`config.mk`:
```
export PLATFORM = sky130hd
export DESIGN_NAME = illegal_opcode_classifier
export DESIGN_NICKNAME = d
export VERILOG_FILES = /design/src/opcls_pkg.sv /design/src/lookup_if.sv /design/src/illegal_opcode_classifier.sv /design/src/mark_table.sv /design/src/event_irq.sv
export SDC_FILE = /design/constraint.sdc
export NUM_CORES = 2
export LEC_CHECK = 0
export BUFFER_PORTS_ARGS = -buffer_cell sky130_fd_sc_hd__buf_2
export CAP_MARGIN = 15
export CELL_PAD_IN_SITES_DETAIL_PLACEMENT = 1
export CELL_PAD_IN_SITES_GLOBAL_PLACEMENT = 1
export CORE_MARGIN = 4
export CORE_UTILIZATION = 60
export DETAILED_ROUTE_END_ITERATION = 8
export GPL_TIMING_DRIVEN = 0
export PLACE_DENSITY_LB_ADDON = 0.1
export SLEW_MARGIN = 20
export SYNTH_ARGS = -nofsm -noshare
export SYNTH_HDL_FRONTEND = slang
export SYNTH_HIERARCHICAL = 1
export SYNTH_SLANG_ARGS = --single-unit
```
`constraint.sdc`:
```
create_clock -name pclk -period 11.8 [get_ports pclk]
set_input_delay 0 -clock pclk [delete_from_list [all_inputs] [get_ports pclk]]
set_output_delay 0 -clock pclk [all_outputs]
set_load 0.01 [all_outputs]
```
`src/opcls_pkg.sv`:
```
// constants and types shared by the opcode classifier files
// assumes a single pclk domain with an APB slave for software access
package opcls_pkg;
    // register byte offsets
    localparam logic [7:0] CTRL_OFF   = 8'h00;
    localparam logic [7:0] STAT_OFF   = 8'h04;
    localparam logic [7:0] INTCLR_OFF = 8'h08;
    localparam logic [7:0] INTEN_OFF  = 8'h0C;
    localparam logic [7:0] TADDR_OFF  = 8'h10;
    localparam logic [7:0] TDATA_OFF  = 8'h14;
    localparam logic [7:0] FWORD_OFF  = 8'h18;
    localparam logic [7:0] FINFO_OFF  = 8'h1C;
    localparam logic [7:0] CNT_OFF    = 8'h20;
    // control fields
    localparam int CTRL_REL_LSB = 0;
    localparam int CTRL_OPS64   = 2;
    localparam int CTRL_FP64    = 3;
    localparam int CTRL_IMPL64  = 4;
    localparam int CTRL_FRM     = 5;
    localparam int CTRL_COP_LSB = 8;
    localparam logic [11:0] CTRL_RST = 12'h000;
    localparam logic [1:0] REL_1 = 2'h0;
    localparam logic [1:0] REL_2 = 2'h1;
    localparam logic [1:0] REL_6 = 2'h2;
    // status events
    localparam int NUM_EVT = 3;
    localparam int EVT_RI  = 0;
    localparam int EVT_CPU = 1;
    localparam int EVT_SUB = 2;
    // instruction fields
    localparam int OPC_LSB = 26;
    localparam int RS_LSB  = 21;
    localparam int FN_LSB  = 0;
    // table geometry
    localparam int PRIM_DEPTH = 64;
    localparam int SUB_DEPTH  = 256;
    localparam int TSUB_BIT   = 8;
    localparam int ENTRY_W    = 10;
    typedef enum logic [3:0] {
        MK_IMPL, MK_EMPTY, MK_RESERVED, MK_CLASS, MK_HIGHER,
        MK_64ONLY, MK_FP64, MK_CORR, MK_CUSTOM
    } mark_t;
    typedef struct packed {
        logic       sub_rs;
        logic [1:0] sub_id;
        logic [1:0] cop_num;
        logic       cop_space;
        mark_t      mark;
    } entry_t;
    localparam entry_t ENTRY_RST = '{1'b0, 2'h0, 2'h0, 1'b0, MK_RESERVED};
    typedef enum logic [1:0] {OUT_EXEC, OUT_RI, OUT_CPU} outcome_t;
endpackage

```
`src/lookup_if.sv`:
```
// lookup and load path between the classifier and its marking tables
// assumes reads are combinational and loads land at pclk
`timescale 1ns/100ps
interface lookup_if;
    logic              wr_en;
    logic              wr_sub;
    logic [7:0]        wr_addr;
    opcls_pkg::entry_t wr_entry;
    logic [5:0]        prim_idx;
    logic [7:0]        sub_idx;
    opcls_pkg::entry_t prim_entry;
    opcls_pkg::entry_t sub_entry;
    modport owner (output wr_en, wr_sub, wr_addr, wr_entry, prim_idx, sub_idx,
                   input prim_entry, sub_entry);
    modport table_side (input wr_en, wr_sub, wr_addr, wr_entry, prim_idx, sub_idx,
                        output prim_entry, sub_entry);
endinterface

```
`src/illegal_opcode_classifier.sv`:
```
// classifies each fetched instruction word as execute, reserved or
// coprocessor-unusable, from software-loaded markings and configuration
// assumes fetch words are synchronous to pclk and APB is a plain slave port
//
// Overview of operation
// - reserved markings raise reserved-instruction exception
// - coprocessor-unusable beats reserved in coprocessor space
// - release 6 traps every empty encoding
// - class markings decode further via sub-table
// - higher-level or newer encodings raise reserved
// - 64-bit-only encodings execute when 64-bit enabled
// - release 1: 64-bit float needs 64-bit ops
// - release 2: 64-bit float needs float64 enable
// - release 1: corrected float legal only 64-bit
// - release 2 on: corrected float always legal
// - unused custom encodings: reserved or unusable
`timescale 1ns/100ps
module illegal_opcode_classifier (
    input  wire logic        pclk,
    input  wire logic        presetn,
    input  wire logic [7:0]  paddr,
    input  wire logic        psel,
    input  wire logic        penable,
    input  wire logic        pwrite,
    input  wire logic [31:0] pwdata,
    output logic      [31:0] prdata,
    output logic             pready,
    output logic             pslverr,
    input  wire logic        fetch_valid,
    input  wire logic [31:0] fetch_word,
    output logic             dec_valid,
    output logic [31:0]      dec_word,
    output logic             dec_exec,
    output logic             dec_ri,
    output logic             dec_cpu,
    output logic [1:0]       dec_cop_num,
    output logic             irq
);
    lookup_if lk ();

    logic [11:0] ctrl_reg;
    logic [11:0] ctrl_next;
    logic [8:0]  taddr_reg;
    logic [8:0]  taddr_next;
    logic [31:0] fword_reg;
    logic [31:0] fword_next;
    logic [4:0]  finfo_reg;
    logic [4:0]  finfo_next;
    logic [15:0] ri_cnt_reg;
    logic [15:0] ri_cnt_next;
    logic [15:0] cpu_cnt_reg;
    logic [15:0] cpu_cnt_next;
    logic [31:0] prdata_next;
    logic        pready_next;
    logic        pslverr_next;

    logic        dvalid_next;
    logic [31:0] dword_next;
    logic        dexec_next;
    logic        dri_next;
    logic        dcpu_next;
    logic [1:0]  dcop_next;

    logic                        acc;
    logic                        wr_fire;
    logic                        mapped;
    logic [opcls_pkg::NUM_EVT-1:0] evt_set;
    logic [opcls_pkg::NUM_EVT-1:0] evt_clr;
    logic [opcls_pkg::NUM_EVT-1:0] evt_status;
    logic [opcls_pkg::NUM_EVT-1:0] evt_enable;
    logic                        en_wr;

    logic [1:0]  rel;
    logic        ops64;
    logic        fp64;
    logic        impl64;
    logic [3:0]  cop_ok;

    opcls_pkg::entry_t   prim;
    opcls_pkg::entry_t   sub;
    opcls_pkg::outcome_t outcome;
    logic                legal;
    logic                denied;
    logic                sub_nested;

    mark_table u_table (
        .pclk    (pclk),
        .presetn (presetn),
        .lk      (lk.table_side)
    );

    event_irq #(
        .N (opcls_pkg::NUM_EVT)
    ) u_irq (
        .pclk    (pclk),
        .presetn (presetn),
        .set     (evt_set),
        .clr     (evt_clr),
        .en_wr   (en_wr),
        .en_data (pwdata[opcls_pkg::NUM_EVT-1:0]),
        .status  (evt_status),
        .enable  (evt_enable),
        .irq     (irq)
    );

    assign rel    = ctrl_reg[opcls_pkg::CTRL_REL_LSB +: 2];
    assign ops64  = ctrl_reg[opcls_pkg::CTRL_OPS64];
    assign fp64   = ctrl_reg[opcls_pkg::CTRL_FP64];
    assign impl64 = ctrl_reg[opcls_pkg::CTRL_IMPL64];
    assign cop_ok = ctrl_reg[opcls_pkg::CTRL_COP_LSB +: 4];

    // legality of one marking under the active configuration
    function automatic logic mark_legal(
        input opcls_pkg::mark_t mk,
        input logic [1:0]       r,
        input logic             o64,
        input logic             f64,
        input logic             i64
    );
        logic ok;
        ok = 1'b0;
        case (mk)
            opcls_pkg::MK_IMPL:     ok = 1'b1;
            // earlier releases leave empty slots to the implementation
            opcls_pkg::MK_EMPTY:    ok = (r != opcls_pkg::REL_6);
            opcls_pkg::MK_64ONLY:   ok = o64;
            opcls_pkg::MK_FP64:     ok = (r == opcls_pkg::REL_1) ? o64 : f64;
            // fpu register mode deliberately plays no part here
            opcls_pkg::MK_CORR:     ok = (r == opcls_pkg::REL_1) ? i64 : 1'b1;
            opcls_pkg::MK_RESERVED: ok = 1'b0;
            opcls_pkg::MK_HIGHER:   ok = 1'b0;
            opcls_pkg::MK_CUSTOM:   ok = 1'b0;
            default:                ok = 1'b0;
        endcase
        return ok;
    endfunction

    // lookup: primary by opcode, sub-table by function or rs field
    assign lk.prim_idx = fetch_word[opcls_pkg::OPC_LSB +: 6];
    assign prim        = lk.prim_entry;
    assign lk.sub_idx  = prim.sub_rs ?
                         {prim.sub_id, 1'b0, fetch_word[opcls_pkg::RS_LSB +: 5]} :
                         {prim.sub_id, fetch_word[opcls_pkg::FN_LSB +: 6]};
    assign sub         = lk.sub_entry;

    always_comb begin
        sub_nested = 1'b0;
        if (prim.mark == opcls_pkg::MK_CLASS) begin
            // a class inside a class is not decodable, so it traps
            sub_nested = (sub.mark == opcls_pkg::MK_CLASS);
            legal = mark_legal(sub.mark, rel, ops64, fp64, impl64);
        end else begin
            legal = mark_legal(prim.mark, rel, ops64, fp64, impl64);
        end
        // coprocessor space is owned by the primary entry
        denied = prim.cop_space && !cop_ok[prim.cop_num];
        if (denied)
            outcome = opcls_pkg::OUT_CPU;
        else if (!legal)
            outcome = opcls_pkg::OUT_RI;
        else
            outcome = opcls_pkg::OUT_EXEC;
    end

    // decode stage: exactly one outcome flag per valid word
    always_comb begin
        dvalid_next = fetch_valid;
        dword_next  = fetch_valid ? fetch_word : dec_word;
        dexec_next  = fetch_valid && (outcome == opcls_pkg::OUT_EXEC);
        dri_next    = fetch_valid && (outcome == opcls_pkg::OUT_RI);
        dcpu_next   = fetch_valid && (outcome == opcls_pkg::OUT_CPU);
        dcop_next   = fetch_valid ? prim.cop_num : dec_cop_num;
    end

    always_ff @(posedge pclk or negedge presetn) begin
        if (!presetn) begin
            dec_valid   <= 1'b0;
            dec_word    <= '0;
            dec_exec    <= 1'b0;
            dec_ri      <= 1'b0;
            dec_cpu     <= 1'b0;
            dec_cop_num <= '0;
        end else begin
            dec_valid   <= dvalid_next;
            dec_word    <= dword_next;
            dec_exec    <= dexec_next;
            dec_ri      <= dri_next;
            dec_cpu     <= dcpu_next;
            dec_cop_num <= dcop_next;
        end
    end

    // events are taken from the decode stage so they match the outputs
    always_comb begin
        evt_set                     = '0;
        evt_set[opcls_pkg::EVT_RI]  = dri_next;
        evt_set[opcls_pkg::EVT_CPU] = dcpu_next;
        evt_set[opcls_pkg::EVT_SUB] = fetch_valid && sub_nested;
    end

    // APB: one wait state so read data leaves a flip-flop
    assign acc     = psel && penable;
    assign wr_fire = acc && pready && pwrite;

    always_comb begin
        case (paddr)
            opcls_pkg::CTRL_OFF,  opcls_pkg::STAT_OFF,
            opcls_pkg::INTCLR_OFF, opcls_pkg::INTEN_OFF,
            opcls_pkg::TADDR_OFF, opcls_pkg::TDATA_OFF,
            opcls_pkg::FWORD_OFF, opcls_pkg::FINFO_OFF,
            opcls_pkg::CNT_OFF:   mapped = 1'b1;
            default:              mapped = 1'b0;
        endcase
    end

    always_comb begin
        pready_next  = acc && !pready;
        pslverr_next = acc && !pready && !mapped;
        prdata_next  = '0;
        if (acc && !pready && !pwrite) begin
            case (paddr)
                opcls_pkg::CTRL_OFF:  prdata_next = {20'h00000, ctrl_reg};
                opcls_pkg::STAT_OFF:  prdata_next = {29'h0, evt_status};
                opcls_pkg::INTEN_OFF: prdata_next = {29'h0, evt_enable};
                opcls_pkg::TADDR_OFF: prdata_next = {23'h000000, taddr_reg};
                opcls_pkg::FWORD_OFF: prdata_next = fword_reg;
                opcls_pkg::FINFO_OFF: prdata_next = {27'h0000000, finfo_reg};
                opcls_pkg::CNT_OFF:   prdata_next = {cpu_cnt_reg, ri_cnt_reg};
                default:              prdata_next = '0;
            endcase
        end
    end

    always_comb begin
        ctrl_next  = ctrl_reg;
        taddr_next = taddr_reg;
        evt_clr    = '0;
        en_wr      = 1'b0;
        lk.wr_en    = 1'b0;
        lk.wr_sub   = taddr_reg[opcls_pkg::TSUB_BIT];
        lk.wr_addr  = taddr_reg[7:0];
        lk.wr_entry = opcls_pkg::entry_t'(pwdata[opcls_pkg::ENTRY_W-1:0]);
        if (wr_fire) begin
            case (paddr)
                opcls_pkg::CTRL_OFF:   ctrl_next = pwdata[11:0];
                opcls_pkg::INTCLR_OFF: evt_clr = pwdata[opcls_pkg::NUM_EVT-1:0];
                opcls_pkg::INTEN_OFF:  en_wr = 1'b1;
                opcls_pkg::TADDR_OFF:  taddr_next = pwdata[8:0];
                opcls_pkg::TDATA_OFF: begin
                    // auto-increment lets a table load stream without reaiming
                    lk.wr_en   = 1'b1;
                    taddr_next = taddr_reg + 9'h001;
                end
                default: ;
            endcase
        end
    end

    // fault capture and saturating counters
    always_comb begin
        fword_next   = fword_reg;
        finfo_next   = finfo_reg;
        ri_cnt_next  = ri_cnt_reg;
        cpu_cnt_next = cpu_cnt_reg;
        if (dri_next || dcpu_next) begin
            fword_next = fetch_word;
            finfo_next = {1'b1, prim.cop_num, dcpu_next, dri_next};
        end
        if (dri_next && ri_cnt_reg != 16'hFFFF)
            ri_cnt_next = ri_cnt_reg + 16'h0001;
        if (dcpu_next && cpu_cnt_reg != 16'hFFFF)
            cpu_cnt_next = cpu_cnt_reg + 16'h0001;
        // a counter write clears both; a new event that cycle is dropped
        if (wr_fire && paddr == opcls_pkg::CNT_OFF) begin
            ri_cnt_next  = '0;
            cpu_cnt_next = '0;
        end
    end

    always_ff @(posedge pclk or negedge presetn) begin
        if (!presetn) begin
            ctrl_reg    <= opcls_pkg::CTRL_RST;
            taddr_reg   <= '0;
            fword_reg   <= '0;
            finfo_reg   <= '0;
            ri_cnt_reg  <= '0;
            cpu_cnt_reg <= '0;
            prdata      <= '0;
            pready      <= 1'b0;
            pslverr     <= 1'b0;
        end else begin
            ctrl_reg    <= ctrl_next;
            taddr_reg   <= taddr_next;
            fword_reg   <= fword_next;
            finfo_reg   <= finfo_next;
            ri_cnt_reg  <= ri_cnt_next;
            cpu_cnt_reg <= cpu_cnt_next;
            prdata      <= prdata_next;
            pready      <= pready_next;
            pslverr     <= pslverr_next;
        end
    end
endmodule

```
`src/mark_table.sv`:
```
// primary and sub-table encoding markings, loaded by software
// assumes the owner drives the lookup_if load strobe for one cycle per entry
`timescale 1ns/100ps
module mark_table (
    input wire logic     pclk,
    input wire logic     presetn,
    lookup_if.table_side lk
);
    opcls_pkg::entry_t prim_mem [opcls_pkg::PRIM_DEPTH];
    opcls_pkg::entry_t sub_mem  [opcls_pkg::SUB_DEPTH];

    // unloaded entries stay reserved, so an empty table traps everything
    genvar i;
    generate
        for (i = 0; i < opcls_pkg::PRIM_DEPTH; i++) begin : g_prim
            always_ff @(posedge pclk or negedge presetn) begin
                if (!presetn)
                    prim_mem[i] <= opcls_pkg::ENTRY_RST;
                else if (lk.wr_en && !lk.wr_sub && lk.wr_addr == 8'(i))
                    prim_mem[i] <= lk.wr_entry;
            end
        end
        for (i = 0; i < opcls_pkg::SUB_DEPTH; i++) begin : g_sub
            always_ff @(posedge pclk or negedge presetn) begin
                if (!presetn)
                    sub_mem[i] <= opcls_pkg::ENTRY_RST;
                else if (lk.wr_en && lk.wr_sub && lk.wr_addr == 8'(i))
                    sub_mem[i] <= lk.wr_entry;
            end
        end
    endgenerate

    assign lk.prim_entry = prim_mem[lk.prim_idx];
    assign lk.sub_entry  = sub_mem[lk.sub_idx];
endmodule

```
`src/event_irq.sv`:
```
// sticky event status, enable mask and level interrupt
// assumes set and clear pulses are synchronous to pclk
`timescale 1ns/100ps
module event_irq #(
    parameter int N = 3
) (
    input  wire logic         pclk,
    input  wire logic         presetn,
    input  wire logic [N-1:0] set,
    input  wire logic [N-1:0] clr,
    input  wire logic         en_wr,
    input  wire logic [N-1:0] en_data,
    output logic      [N-1:0] status,
    output logic      [N-1:0] enable,
    output logic              irq
);
    logic [N-1:0] status_next;
    logic [N-1:0] enable_next;
    logic         irq_next;

    always_comb begin
        // set wins over a clear in the same cycle
        status_next = (status & ~clr) | set;
        enable_next = en_wr ? en_data : enable;
        irq_next    = |(status_next & enable_next);
    end

    always_ff @(posedge pclk or negedge presetn) begin
        if (!presetn) begin
            status <= '0;
            enable <= '0;
            irq    <= 1'b0;
        end else begin
            status <= status_next;
            enable <= enable_next;
            irq    <= irq_next;
        end
    end
endmodule

```
==> results.ini <==
[logic_synthesis]
synthCells = 5796
syn-mean-instance-area_um2 = 14.7
synth_area_um2 = 85300
synth_warnings = 6
synth_fp_nets = 5877

[timing]
tightestPinTransition_ns = 1.32
drv_slew = 0
relSlewSlack_pct = 11.9
finalSetupViolCount = 0
fin_crit_sh_pct = 86.1
rsz0062_at_grt = false
setup_slack_ns = 1.64
setup_tns_ns = 0
fin_crit_ns = 10.16
hold_violations = 0
fmax_mhz = 98.4
skew_ns = 0.0390

[worst_setup_path]
critical_path.max_fanout = 10
cp_slowest_cell = clkbuf_1
cp_num_cells = 27
arrival_ns = 10.84
cp_common_cell = buf_2
critical-path-max-stage-delay_ns = 0.82
cp_num_buf_inv = 11
r2r_start = u_table/prim_mem[9]$_DFFE_PN0P_
reg2reg_depth = 22
required_ns = 12.48
end_kind = flip-flop
setup.worst_path.class = input port to flip-flop
reg2reg_to = u_irq/irq$_DFF_PN0_
reg2reg_slack_ns = 3.10
critPathTopFamily = buffers and inverters
startpoint_type = input port

[grt]
globalRouteOverflowTotal = 0
grt_pass1_vias = 62000
top_usage_layer = met2
track_usage_pct = 43.2
grt_pass1_wl_um = 457000
grt.met2_usage_pct = 63.5
met1_usage_pct = 56.5
grtUsageMet3_pct = 16.3
grt_start_max_net_pins = 144
antenna_found_initial = 28

[worst_hold_path]
hold_path_class = input port to flip-flop
whs_path_depth = 3
hold_end = dec_word[21]$_DFFE_PN0P_
min_from = fetch_word[21]

[flow_run]
cap_violations = 0

[finish]
area_growth_pct = 12.9
fin_util_pct = 68.1
finalNetCount = 6322
drive_above_1_share_pct = 49.7
fin_cells = 8303
largest_reg_flops = 1024
max_flop_register = u_table/sub_mem
reg_top3 = u_table/sub_mem (1024), u_table/prim_mem (640)

[clock_network]
postCtsHoldBufs = 103
cts_buffers = 189
post_cts_buffers = 0
cts_max_level = 4
clk_latency_ns = 0.84
cts.sinks = 1833
postCtsResizedCells = 0
clockBufferDepth = 3
cts_tree = done
clk_pin_slew_ns = 0.07
cts_root_buffer = clkbuf_16

[status]
status = finished clean

[die]
dieArea_um2 = 148000
core_um2 = 141000
start_util_pct = 60.3
die_h_um = 385
die_w_um = 385
rows = 138
ios = 151

[drt]
first_pass_iters = 6
wirelength_um = 318000
vias = 58100
drtIter0Drc = 6523
ant_nets = 0
routed_via_density = 6.99
drcViolationCount = 0
detail_route.wl_per_cell_um = 38.3

[placed_design]
dp_slack_ns = 1.92
dp_hpwl_um = 220000
port_buffers = 130
globalplace.congestion = 1.00
dpl.cell_count = 7837

[power]
power_frac_clock_pct = 46.7
internal-power_mw = 10.1
ir_drop_mv = 0.136
swShare_pct = 24.0
combinationalPowerShare_pct = 5.7
power.net_switching_mw = 3.19
power_mw = 13.3
p_leak_nw = 44.7
seq_power_share_pct = 47.6
p_per_area_nw_per_um2 = 138

## power by group through the flow
| stage | Clock, mW | Combinational (mW) | Sequential, mW |
|---|---|---|---|
| 6_report | 6.19 | 0.753 | 6.31 |
| 5_1_grt | 6.53 | 0.778 | 6.31 |
| 4_1_cts | 6.21 | 0.726 | 6.31 |
| 3_5_place_dp | 0 | 0.694 | 6.42 |
| 3_3_place_gp | 0 | 0.662 | 6.43 |
| 2_1_floorplan | 0 | 0.273 | 6.43 |
## worst max path at each step
stage | from | endpoint | slack [ns]
global route | fetch_word[27] | u_irq/irq$_DFF_PN0_ | 1.67
finish | fetch_word[27] | u_irq/irq$_DFF_PN0_ | 1.64
CTS | fetch_word[27] | u_irq/irq$_DFF_PN0_ | 2.17
detailed placement | fetch_word[27] | u_irq/irq$_DFF_PN0_ | 1.92
global placement | presetn | u_table/sub_mem[2210]$_DFFE_PN0P_ | -29.47
floorplan | fetch_word[26] | u_irq/irq$_DFF_PN0_ | 5.77
## final cells by class
| type | count | area (µm²) |
|---|---|---|
| antenna | 12 | 30.0 |
| timing repair buffer | 254 | 2160 |
| fill | 12500 | 45100 |
| inverter | 17 | 63.8 |
| clock buffer | 296 | 5720 |
| tap | 1890 | 2360 |
| multi-input combinational | 3345 | 36300 |
| buffer | 601 | 2760 |
| clock inverter | 55 | 629 |
| sequential | 1833 | 46300 |
## layer usage
layer  up-vias  wire length [µm]
met5         -               166
met4        20             19200
met3       992             37400
met2      3366            140000
met1     31500            121000
li1      22200                 -
## worst min-delay path, cell delays in order
cell           delay (ns)
dlygate4sd3_1        0.54
buf_2                0.14
mux2_2               0.16
## cells in the final DEF, fill, tap and decap left out, types with 14 or more instances in the layout
| cell type | count |
|---|---|
| dlygate4sd3_1 | 102 |
| inv_1 | 17 |
| nor3_1 | 16 |
| a21o_1 | 14 |
| clkinv_2 | 35 |
| clkbuf_2 | 14 |
| buf_4 | 30 |
| o22ai_1 | 19 |
| mux2i_1 | 55 |
| or3_1 | 18 |
| o21ai_0 | 36 |
| buf_2 | 237 |
| mux4_2 | 434 |
| mux2_2 | 1664 |
| clkbuf_1 | 440 |
| buf_6 | 32 |
| clkbuf_8 | 46 |
| dfrtp_1 | 1513 |
| nor2_1 | 144 |
| a22oi_1 | 120 |
| dfstp_2 | 320 |
| nand2_1 | 266 |
| nand3_1 | 34 |
| nor2_2 | 94 |
| a21oi_1 | 85 |
| a211oi_1 | 14 |
| clkbuf_16 | 195 |
| mux2_1 | 92 |
| nor2b_1 | 18 |
| buf_16 | 15 |
| and3_1 | 23 |
| buf_1 | 36 |
## metrics by stage
step / cell area (µm²) / hold slack, ns
finish: 96300 / 0.0597
global route: 96300 / 0.0575
CTS: 96300 / 0.000790
detailed placement: 88900 / 0.0270
global placement: 88300 / 0.122
floorplan: 85300 / -0.296
No activity file was read; power rests on OpenSTA's default activity.
